**config.mk**
```make
export PLATFORM = sky130hd
export DESIGN_NAME = pmd_clock_gen
export DESIGN_NICKNAME = d
export VERILOG_FILES = /design/src/pmd_pkg.sv /design/src/pmd_div_if.sv /design/src/pmd_clock_gen.sv /design/src/pmd_divider.sv
export VERILOG_INCLUDE_DIRS = /design/src
export SDC_FILE = /design/constraint.sdc
export NUM_CORES = 1
export LEC_CHECK = 0
export BUFFER_PORTS_ARGS = -buffer_cell sky130_fd_sc_hd__buf_2
export CAP_MARGIN = 20
export CORE_MARGIN = 3
export CORE_UTILIZATION = 55
export DETAILED_ROUTE_END_ITERATION = 10
export GPL_TIMING_DRIVEN = 0
export HOLD_SLACK_MARGIN = 0.05
export PLACE_DENSITY = 0.86
export SLEW_MARGIN = 20
export SYNTH_ARGS = -nofsm -noshare
export SYNTH_HDL_FRONTEND = slang
export SYNTH_SLANG_ARGS = --single-unit
```
**constraint.sdc**
```tcl
create_clock -name clock -period 2.1 [get_ports clock]
set_input_delay 0.525 -clock clock [delete_from_list [all_inputs] [get_ports clock]]
set_output_delay 0.525 -clock clock [all_outputs]
set_load 0.05 [all_outputs]
```
**src/pmd_defs.svh**
```systemverilog
// Register map, field positions and reset values for the clock multiplier and divider block
`ifndef PMD_DEFS_SVH
`define PMD_DEFS_SVH

`define PMD_ADDR_CSR 32'h01b7c100
`define PMD_ADDR_MULT 32'h01b7c110
`define PMD_ADDR_DIV0 32'h01b7c114
`define PMD_ADDR_DIV1 32'h01b7c118
`define PMD_ADDR_DIV2 32'h01b7c11c
`define PMD_ADDR_DIV3 32'h01b7c120
`define PMD_ADDR_OSC 32'h01b7c124

`define PMD_IDX_DIV0 3'h0
`define PMD_IDX_DIV1 3'h1
`define PMD_IDX_DIV2 3'h2
`define PMD_IDX_DIV3 3'h3
`define PMD_IDX_OSC 3'h4
`define PMD_IDX_MULT 3'h5
`define PMD_IDX_CSR 3'h6
`define PMD_IDX_NONE 3'h7

`define PMD_EN_BIT 15
`define PMD_RATIO_MSB 4
`define PMD_MODE_BIT 0

`define PMD_MULT_MIN 5'h04
`define PMD_MULT_MAX 5'h19
`define PMD_MULT_RST 5'h04
`define PMD_RATIO_DIV1 5'h00
`define PMD_RATIO_DIV2 5'h01
`define PMD_RATIO_OSC_RST 5'h07
`define PMD_EN_RST 1'b1
`define PMD_MODE_RST 1'b0

`define PMD_NUM_DIV 5
`define PMD_SYNC_LEN 3

`endif

```
**src/pmd_pkg.sv**
```systemverilog
// Types shared by the clock multiplier and divider block
package pmd_pkg;

    typedef logic [4:0] pmd_ratio_t;

    typedef struct packed
    {
        pmd_ratio_t cnt;
        logic clk_out;
    } pmd_div_state_t;

    typedef struct packed
    {
        logic [2:0] osc_sync;
        logic [2:0] pll_sync;
        logic [2:0] ext_sync;
        logic osc_lvl;
        logic pll_lvl;
        logic ext_lvl;
        pmd_ratio_t mult;
        logic pll_mode;
        logic [4:0] div_en;
        logic [4:0][4:0] div_ratio;
        logic memif_clk;
        logic [31:0] rdata;
        logic rvalid;
    } pmd_top_state_t;

endpackage : pmd_pkg

```
**src/pmd_div_if.sv**
```systemverilog
// Control and output signals between the register block and one clock divider
`timescale 1ns/1ps
interface pmd_div_if;
    import pmd_pkg::*;
    logic tick;
    logic en;
    pmd_ratio_t ratio;
    logic clk_out;
    modport ctl (output tick, output en, output ratio, input clk_out);
    modport div (input tick, input en, input ratio, output clk_out);
endinterface : pmd_div_if

```
**src/pmd_clock_gen.sv**
```systemverilog
// Clock multiplier and divider configuration registers with the divider chain
// Functional notes
// - Multiplier field selects x4 to x25 only
// - Unused upper register bits read zero
// - Divider enable bit 15, zero stops clock
// - Five-bit ratio field, 0 means divide-by-one
// - Reset ratios: /1, /1, /2, /2
// - Oscillator divider enable bit 15, resets one
// - Oscillator ratio bits 4:0, resets /8
// - Oscillator output bypasses PLL and prescaler
// - Registers decoded at their fixed addresses
// - Mode bit selects reference or PLL source
// - Memory clock from third divider or pin
`timescale 1ns/1ps
`include "pmd_defs.svh"
module pmd_clock_gen (
    input wire logic clock,
    input wire logic rst_b,
    input wire logic osc_clock_in,
    input wire logic pll_output_clock,
    input wire logic memif_ext_clock_in,
    input wire logic memif_clock_source_sel,
    input wire logic [31:0] reg_addr,
    input wire logic reg_wr,
    input wire logic reg_rd,
    input wire logic [31:0] reg_wdata,
    output logic [31:0] reg_rdata,
    output logic reg_rvalid,
    output logic pll_ref_clock,
    output pmd_pkg::pmd_ratio_t pll_multiply_ratio,
    output logic pll_mode_select,
    output logic core_system_clock,
    output logic periph_bus_clock,
    output logic memif_system_clock,
    output logic osc_clock_output
);
    import pmd_pkg::*;

    // ----------------------------------------
    // Helpers
    // ----------------------------------------
    function automatic logic [2:0] reg_index(input logic [31:0] addr);
        logic [2:0] idx;
        idx = `PMD_IDX_NONE;
        case (addr)
            `PMD_ADDR_DIV0: idx = `PMD_IDX_DIV0;
            `PMD_ADDR_DIV1: idx = `PMD_IDX_DIV1;
            `PMD_ADDR_DIV2: idx = `PMD_IDX_DIV2;
            `PMD_ADDR_DIV3: idx = `PMD_IDX_DIV3;
            `PMD_ADDR_OSC: idx = `PMD_IDX_OSC;
            `PMD_ADDR_MULT: idx = `PMD_IDX_MULT;
            `PMD_ADDR_CSR: idx = `PMD_IDX_CSR;
            default: idx = `PMD_IDX_NONE;
        endcase
        return idx;
    endfunction : reg_index

    function automatic logic [31:0] pack_div(input logic en, input pmd_ratio_t ratio);
        logic [31:0] word;
        word = 32'h0000_0000;
        word[`PMD_EN_BIT] = en;
        word[`PMD_RATIO_MSB:0] = ratio;
        return word;
    endfunction : pack_div

    // A change is accepted once the second and third stages agree on a new level
    function automatic logic sync_change(input logic [2:0] s, input logic lvl);
        return (s[1] == s[2]) && (s[2] != lvl);
    endfunction : sync_change

    // ----------------------------------------
    // State
    // ----------------------------------------
    pmd_top_state_t st_ff;
    pmd_top_state_t nxt_st;
    logic osc_tick;
    logic pll_tick;
    logic sys_tick;
    logic [2:0] wr_idx;
    logic [2:0] rd_idx;
    logic [4:0] div_clk;

    pmd_div_if div_bus[`PMD_NUM_DIV] ();

    assign osc_tick = sync_change(st_ff.osc_sync, st_ff.osc_lvl);
    assign pll_tick = sync_change(st_ff.pll_sync, st_ff.pll_lvl);
    // Bypass feeds the post-scalers straight from the reference
    assign sys_tick = st_ff.pll_mode ? pll_tick : osc_tick;
    assign wr_idx = reg_index(reg_addr);
    assign rd_idx = reg_index(reg_addr);

    always_comb
    begin
        nxt_st = st_ff;
        nxt_st.osc_sync = {st_ff.osc_sync[1:0], osc_clock_in};
        nxt_st.pll_sync = {st_ff.pll_sync[1:0], pll_output_clock};
        nxt_st.ext_sync = {st_ff.ext_sync[1:0], memif_ext_clock_in};
        if (st_ff.osc_sync[1] == st_ff.osc_sync[2])
        begin
            nxt_st.osc_lvl = st_ff.osc_sync[2];
        end
        if (st_ff.pll_sync[1] == st_ff.pll_sync[2])
        begin
            nxt_st.pll_lvl = st_ff.pll_sync[2];
        end
        if (st_ff.ext_sync[1] == st_ff.ext_sync[2])
        begin
            nxt_st.ext_lvl = st_ff.ext_sync[2];
        end
        // Selecting the pin source when it is chosen; the third divider keeps running
        nxt_st.memif_clk = memif_clock_source_sel ? st_ff.ext_lvl : div_clk[`PMD_IDX_DIV3];

        if (reg_wr)
        begin
            case (wr_idx)
                `PMD_IDX_DIV0, `PMD_IDX_DIV1, `PMD_IDX_DIV2, `PMD_IDX_DIV3, `PMD_IDX_OSC:
                begin
                    nxt_st.div_en[wr_idx] = reg_wdata[`PMD_EN_BIT];
                    nxt_st.div_ratio[wr_idx] = reg_wdata[`PMD_RATIO_MSB:0];
                end
                `PMD_IDX_MULT:
                begin
                    // Reserved codes are dropped so the PLL never sees an unsupported ratio
                    if (reg_wdata[`PMD_RATIO_MSB:0] >= `PMD_MULT_MIN && reg_wdata[`PMD_RATIO_MSB:0] <= `PMD_MULT_MAX)
                    begin
                        nxt_st.mult = reg_wdata[`PMD_RATIO_MSB:0];
                    end
                end
                `PMD_IDX_CSR:
                begin
                    nxt_st.pll_mode = reg_wdata[`PMD_MODE_BIT];
                end
                default:
                begin
                    nxt_st.pll_mode = st_ff.pll_mode;
                end
            endcase
        end

        nxt_st.rvalid = reg_rd;
        nxt_st.rdata = 32'h0000_0000;
        if (reg_rd)
        begin
            case (rd_idx)
                `PMD_IDX_DIV0, `PMD_IDX_DIV1, `PMD_IDX_DIV2, `PMD_IDX_DIV3, `PMD_IDX_OSC:
                begin
                    nxt_st.rdata = pack_div(st_ff.div_en[rd_idx], st_ff.div_ratio[rd_idx]);
                end
                `PMD_IDX_MULT:
                begin
                    nxt_st.rdata[`PMD_RATIO_MSB:0] = st_ff.mult;
                end
                `PMD_IDX_CSR:
                begin
                    nxt_st.rdata[`PMD_MODE_BIT] = st_ff.pll_mode;
                end
                default:
                begin
                    nxt_st.rdata = 32'h0000_0000;
                end
            endcase
        end
    end

    always_ff @(posedge clock or negedge rst_b)
    begin
        if (!rst_b)
        begin
            st_ff <= '0;
            st_ff.mult <= `PMD_MULT_RST;
            st_ff.pll_mode <= `PMD_MODE_RST;
            st_ff.div_en <= {`PMD_NUM_DIV{`PMD_EN_RST}};
            st_ff.div_ratio[`PMD_IDX_DIV0] <= `PMD_RATIO_DIV1;
            st_ff.div_ratio[`PMD_IDX_DIV1] <= `PMD_RATIO_DIV1;
            st_ff.div_ratio[`PMD_IDX_DIV2] <= `PMD_RATIO_DIV2;
            st_ff.div_ratio[`PMD_IDX_DIV3] <= `PMD_RATIO_DIV2;
            st_ff.div_ratio[`PMD_IDX_OSC] <= `PMD_RATIO_OSC_RST;
        end
        else
        begin
            st_ff <= nxt_st;
        end
    end

    // ----------------------------------------
    // Divider chain
    // ----------------------------------------
    // Prescaler and oscillator divider always count the raw reference
    genvar gi;
    generate
        for (gi = 0; gi < `PMD_NUM_DIV; gi++)
        begin : g_div
            if (gi == `PMD_IDX_DIV0 || gi == `PMD_IDX_OSC)
            begin : g_ref
                assign div_bus[gi].tick = osc_tick;
            end
            else
            begin : g_sys
                assign div_bus[gi].tick = sys_tick;
            end
            assign div_bus[gi].en = st_ff.div_en[gi];
            assign div_bus[gi].ratio = st_ff.div_ratio[gi];
            assign div_clk[gi] = div_bus[gi].clk_out;
            pmd_divider pmd_divider_i (
                .clock(clock),
                .rst_b(rst_b),
                .bus(div_bus[gi])
            );
        end
    endgenerate

    // Software alone keeps the peripheral ratio at twice the core ratio and orders the writes
    assign pll_ref_clock = div_clk[`PMD_IDX_DIV0];
    assign core_system_clock = div_clk[`PMD_IDX_DIV1];
    assign periph_bus_clock = div_clk[`PMD_IDX_DIV2];
    assign memif_system_clock = st_ff.memif_clk;
    assign osc_clock_output = div_clk[`PMD_IDX_OSC];
    assign pll_multiply_ratio = st_ff.mult;
    assign pll_mode_select = st_ff.pll_mode;
    assign reg_rdata = st_ff.rdata;
    assign reg_rvalid = st_ff.rvalid;

endmodule : pmd_clock_gen

```
**src/pmd_divider.sv**
```systemverilog
// One clock divider: counts input transitions and toggles its output clock
`timescale 1ns/1ps
module pmd_divider (
    input wire logic clock,
    input wire logic rst_b,
    pmd_div_if.div bus
);
    import pmd_pkg::*;

    pmd_div_state_t st_ff;
    pmd_div_state_t nxt_st;

    // Toggling after ratio+1 transitions gives a period of ratio+1 input periods with an even duty cycle
    always_comb
    begin
        nxt_st = st_ff;
        if (!bus.en)
        begin
            nxt_st.cnt = `PMD_RATIO_DIV1;
            nxt_st.clk_out = 1'b0;
        end
        else if (bus.tick)
        begin
            // >= lets a shortened ratio take effect without a full counter wrap
            if (st_ff.cnt >= bus.ratio)
            begin
                nxt_st.cnt = `PMD_RATIO_DIV1;
                nxt_st.clk_out = ~st_ff.clk_out;
            end
            else
            begin
                nxt_st.cnt = st_ff.cnt + 5'h01;
            end
        end
    end

    always_ff @(posedge clock or negedge rst_b)
    begin
        if (!rst_b)
        begin
            st_ff <= '0;
        end
        else
        begin
            st_ff <= nxt_st;
        end
    end

    assign bus.clk_out = st_ff.clk_out;

endmodule : pmd_divider

```
==> Word-level counts from Yosys, hierarchy flattened <==
Index checks and enable logic that the tools add are counted.
Widths: inputs -> output; s select.
{ "op_classes": {"addsub": 5, "n_lt_le_gt_ge": 9, "n_eq_ne": 28, "mux": 37, "bitwise": 5, "reduce_logical": 14} }
{ "ops": {"columns": ["operator", "count"], "rows": [
  ["$eq 32x25->1 const B", 7],
  ["$mux 6", 10],
  ["$mux 5", 7],
  ["$add 5x1->5 const B", 5],
  ["$bwmux 25", 1],
  ["$ge 5x5->1", 5],
  ["$pmux 3 s7", 1],
  ["$ne 2x1->1 const B", 10],
  ["$mux 16", 1],
  ["$bmux 5 s3", 1],
  ["$demux 5 s3", 1],
  ["$reduce_and 2->1", 7],
  ["$mux 11", 1],
  ["$eq 3x3->1 const B", 3],
  ["$mux 1", 9],
  ["$pmux 4 s2", 1],
  ["$eq 3x2->1 const B", 2],
  ["$bwmux 5", 1],
  ["$ge 5x3->1 const B", 1],
  ["$le 5x5->1 const B", 1],
  ["$not 1->1", 5],
  ["$reduce_or 5->1", 1],
  ["$logic_and 1x1->1", 4],
  ["$lt 3x4->1 const B", 1],
  ["9 further kinds", 12]
]} }
{ "totals": {"ff_bits": 112, "output_inout_bits": 44} }

==> Depth between registers and ports, before layout <==
{ "logic_depth": {"depth_word": 7, "depth_mapped": 8} }

==> Modules after synthesis <==
From an unflattened synthesis, not the netlist that was laid out.
{ "unflattened": {"hier_cells": 529, "area_unflattened_um2": 5392.7} }
{ "by_module_without_submodules": {"columns": ["module", "instances", "cells_each", "area_each_um2", "seq_area_each_um2"], "rows": [
  ["pmd_clock_gen", 1, 264, 3015.4, 1415.1],
  ["pmd_divider", 5, 53, 475.5, 150.1]
]} }

==> Worst setup path before layout <==
No wires, ideal clock.
{ "synth_timing": {"kind": "input to register", "from": "input reg_addr[1]", "to": "register st_ff, in the netlist div_bus[4].ratio[3]", "t_arrival_ps": 2343, "t_required_ps": 1975, "setup_slack_ps": -368, "cell_stages": 5, "cell_sequence": "or4_4 or4_4 or3b_1 buf_6 mux2_4"} }
{ "synth_via": {"elab_chain_cells": 7, "word_cells_on_any_way": 21} }
{ "synth_lines": {"columns": ["item", "line_no", "source"], "rows": [
  ["from (decl)", "pmd_clock_gen.sv:23", "input wire logic [31:0] reg_addr,"],
  ["$eq 32x25->1", "pmd_clock_gen.sv:45", "case (addr)"],
  ["$pmux 3 s7 (*)", "pmd_clock_gen.sv:45", null],
  ["$lt 3x4->1 or $ge 3x1->1 (tied branches)", "pmd_clock_gen.sv:119", "nxt_st.div_ratio[wr_idx] = reg_wdata[`PMD_RATIO_MSB:0];"],
  ["$logic_and 1x1->1", "pmd_clock_gen.sv:119", null],
  ["$mux 5", "pmd_clock_gen.sv:119", null],
  ["$demux 5 s3", "pmd_clock_gen.sv:119", null],
  ["$bwmux 25", "pmd_clock_gen.sv:119", null],
  ["to (signal assigned)", "pmd_clock_gen.sv:181", "st_ff <= nxt_st;"],
  ["to (decl)", "pmd_clock_gen.sv:74", "pmd_top_state_t st_ff;"]
]} }
Mark *: on every way between the ends. The rest lies on a longest branch, timed or not.
A chain may end at the register's enable or synchronous reset.

==> Final worst setup path <==
{ "layout_timing": {"from": "input reg_addr[6]", "to": "register st_ff, in the netlist div_bus[4].ratio[3]"} }
Same word-level chain as after synthesis.

==> reports/results.txt <==
1st-pass router iterations - 6
failing checks - setup timing
Sink Count - 86
worst setup margin - -0.06619 ns
WP buf/inv - 1
global-route wire length before repair - 19360 um
CTS max path bufs - 2
Final Hold Fails - 0
Critical Path RT - 2.36 ns
dpl ws - -0.6720 ns
HP Class - primary input to asynchronous set/reset pin
Finished Core Util - 0.6883
Synth async-reset ratio - 1.000
Vias - 4133
top cells by area in the synthesized netlist - dfrtp_1 (38%), ha_1 (7.5%), mux2_2 (7.0%)
FP Rows - 34
Ports - 116
metal2 WL - 6170 um
initial antenna violation count - 0
number of fill cells in the layout - 629
Worst path most repeated cell - or4_4
Mapped Area - 5004 um^2
critical path class - primary input to flop
placed cell area - 5673 um^2
flop-to-flop setup slack - 0.12 ns
total core area - 8763 um^2
Die H - 101.4 um
final wirelength - 12430 um
Reg-to-Reg Start - div_bus[3].ratio[0]
Least-Margin Pin Slew - 0.7821 ns
Synth Warn # - 0
Layout area overhead - 20.56%
Worst Setup End Kind - flop
Top delay family on crit path - simple AND/OR/NAND/NOR gates
TNS Setup - -0.1953 ns
Final Max Slew Viols - 0
Layout Cells excl Fill - 698
Antenna diodes - 0
largest net degree at the start of global routing - 62
hpwl dp - 8760 um
Post-synth EDFFs - 0
crit-path cells - buf_8 > or4_4 > or4_4 > or3b_4 > mux2_4
slowest CP cell - or4_4
Tcrit/Tclk final - 1.032
All-Layer GR Usage - 0.2432
die width - 101.4 um
Port Buffers - 63
die area - 10280 um^2
drc violations - 0
min cycle time layout - 2.166 ns
library cells used by synthesis - 63
cell count after synthesis - 478
Metal-1 WL - 4897 um
post-route cell area - 6032 um^2
Crit path arrival time - 2.42 ns
clk_lat worst skew - 0.37 ns
GPL Wtd Cong - 0.9428
CTS Root Cell - clkbuf_8
placed insts - 675
Vias/cell - 5.921
pwr/cell area - 541.5 nW/um^2
count leader, synth - dfrtp_1
WHS - 0.05356 ns
CTS tree - built
number of global-route vias before repair - 4019
Largest stage delay, worst path - 0.53 ns
clk slew on worst S/H paths - 0.09 ns
Starting Density - 0.5710
worst reg2reg path depth - 7
overall power - 3.266 mW
Slew Limit Headroom - 0.4731
Static Leak - 2.970 nW
ANT nets after route - 0
Max FO, Critical Path - 6
WL/cell - 17.81 um
skew final - 0.01460 ns
Max Cap Viol - 0
DR top layer - met4
Yosys reg bits - 86
H-tree depth - 3
Setup violations, final - 8
grt total ovfl - 0
CTS Buf Count - 9
nets - 687
Met3 Wirelength - 1019 um
fraction of layout cells with a size suffix above 1 - 0.3407
top cells by count, synth - dfrtp_1 (75), buf_4 (37), mux2_2 (31)
Initial DRC Count - 291
Seq/Total Area, Yosys - 0.4329
IR drop worst, VDD - 0.3888 mV
ys flop type - dfrtp_1
RSZ-0062 raised after global routing - true
fmax - 0.4616 GHz
Synth area leader - dfrtp_1
Crit Reg-Reg Endpoint - g_div[3].pmd_divider_i.st_ff[3]
post-synth top area share - 0.3751
Seq. cell area - 2166 um^2
multi-input logic area - 2630 um^2
Worst setup SP type - primary input
syn avg cell area - 10.47 um^2
status - finished, violations left
-- timing repair --
item                                   4_1_cts  5_1_grt
hold buffers                                 0        0
setup endpoints to repair                   50       40
pin swaps                                    8        7
setup buffers                                7        2
endpoints found under the hold margin        0        0
gates resized for setup                     19       14
-- cells by family after synthesis --
family | Yosys count | share of synthesized area
and+or+nand+nor | 122 | 0.1440
AOI/OAI and AO/OA | 103 | 0.1373
DFF | 86 | 0.4329
buffers and inverters | 82 | 0.09077
muxes | 41 | 0.09577
adders and majority gates | 33 | 0.08102
xor gates and xnor gates | 10 | 0.01750
other | 1 | 0.0007495
-- worst register-to-register path, cell delays in order, from the launching register on --
cell	delay [ns]
dfstp_2	0.57
ha_1	0.23
nand2b_1	0.14
a21o_1	0.18
a21o_1	0.19
a31o_2	0.28
o21ai_0	0.19
a22o_1	0.15
-- cell usage in the layout (no fill, tap or decap), types with 4 or more instances in the layout --
cell | Yosys | layout
a32o_1 | 6 | 6
mux2_2 | 31 | 20
clkbuf_8 | 0 | 9
nand2b_1 | 10 | 10
a21o_1 | 13 | 13
and3_1 | 8 | 8
o22ai_1 | 6 | 5
nor2_1 | 8 | 8
mux2i_1 | 4 | 4
clkbuf_2 | 0 | 6
mux2_4 | 6 | 17
dfrtp_1 | 75 | 75
buf_6 | 1 | 4
inv_1 | 30 | 30
xnor2_1 | 4 | 4
a21boi_0 | 4 | 4
conb_1 | 1 | 26
a21oi_1 | 15 | 15
nor3_1 | 5 | 5
buf_2 | 0 | 60
clkbuf_1 | 12 | 5
dfstp_2 | 11 | 11
ha_1 | 30 | 30
or3_1 | 4 | 4
xor2_1 | 6 | 6
buf_4 | 37 | 44
o21a_1 | 4 | 4
o21ai_0 | 30 | 27
nand3_1 | 30 | 29
nand2_1 | 24 | 24
-- sequential cells by signal, summed over array words and instances (netlist names) --
register,count
div_bus.en,5
g_div.pmd_divider_i.st_ff,25
memif_system_clock,1
nxt_st,6
st_ff,6
reg_rvalid,1
div_bus.ratio,25
reg_rdata,6
g_div.pmd_divider_i.bus.clk_out,5
pll_mode_select,1
pll_multiply_ratio,5
-- metal layers --
metal,vias up,GRT usage
met4,0,0.1012
met5,-,0
met3,34,0.05716
met2,205,0.4170
met1,2014,0.2942
li1,1880,-
-- how the worst max path moves through the flow --
stage	cells past startpoint	start	endpoint
after global placement	7	reg_addr[5]	div_bus[4].ratio[3]
after floorplan	5	reg_addr[1]	div_bus[4].ratio[3]
final	5	reg_addr[6]	div_bus[4].ratio[3]
after CTS	5	reg_addr[6]	div_bus[4].ratio[3]
after global routing	7	reg_addr[31]	reg_rdata[4]
after detailed placement	5	reg_addr[1]	div_bus[1].ratio[0]
-- cell type report --
cell class | count | share of cell area
Timing Repair Buffer | 73 | 0.07550
Clock inverter | 6 | 0.01162
Multi-Input combinational cell | 335 | 0.4360
Tap cell | 108 | 0.02240
Buffer | 50 | 0.05559
Clock buffer | 10 | 0.02116
Sequential cell | 86 | 0.3591
Inverter | 30 | 0.01867
-- where the power goes --
group	total, mW	internal (mW)	leakage [nW]	switching [mW]
clock	1.20	0.559	0.0895	0.641
combinational	0.383	0.121	1.75	0.262
sequential	1.68	1.67	1.13	0.0113
total	3.27	2.35	2.97	0.914
Power figures use the tool's default switching activity.
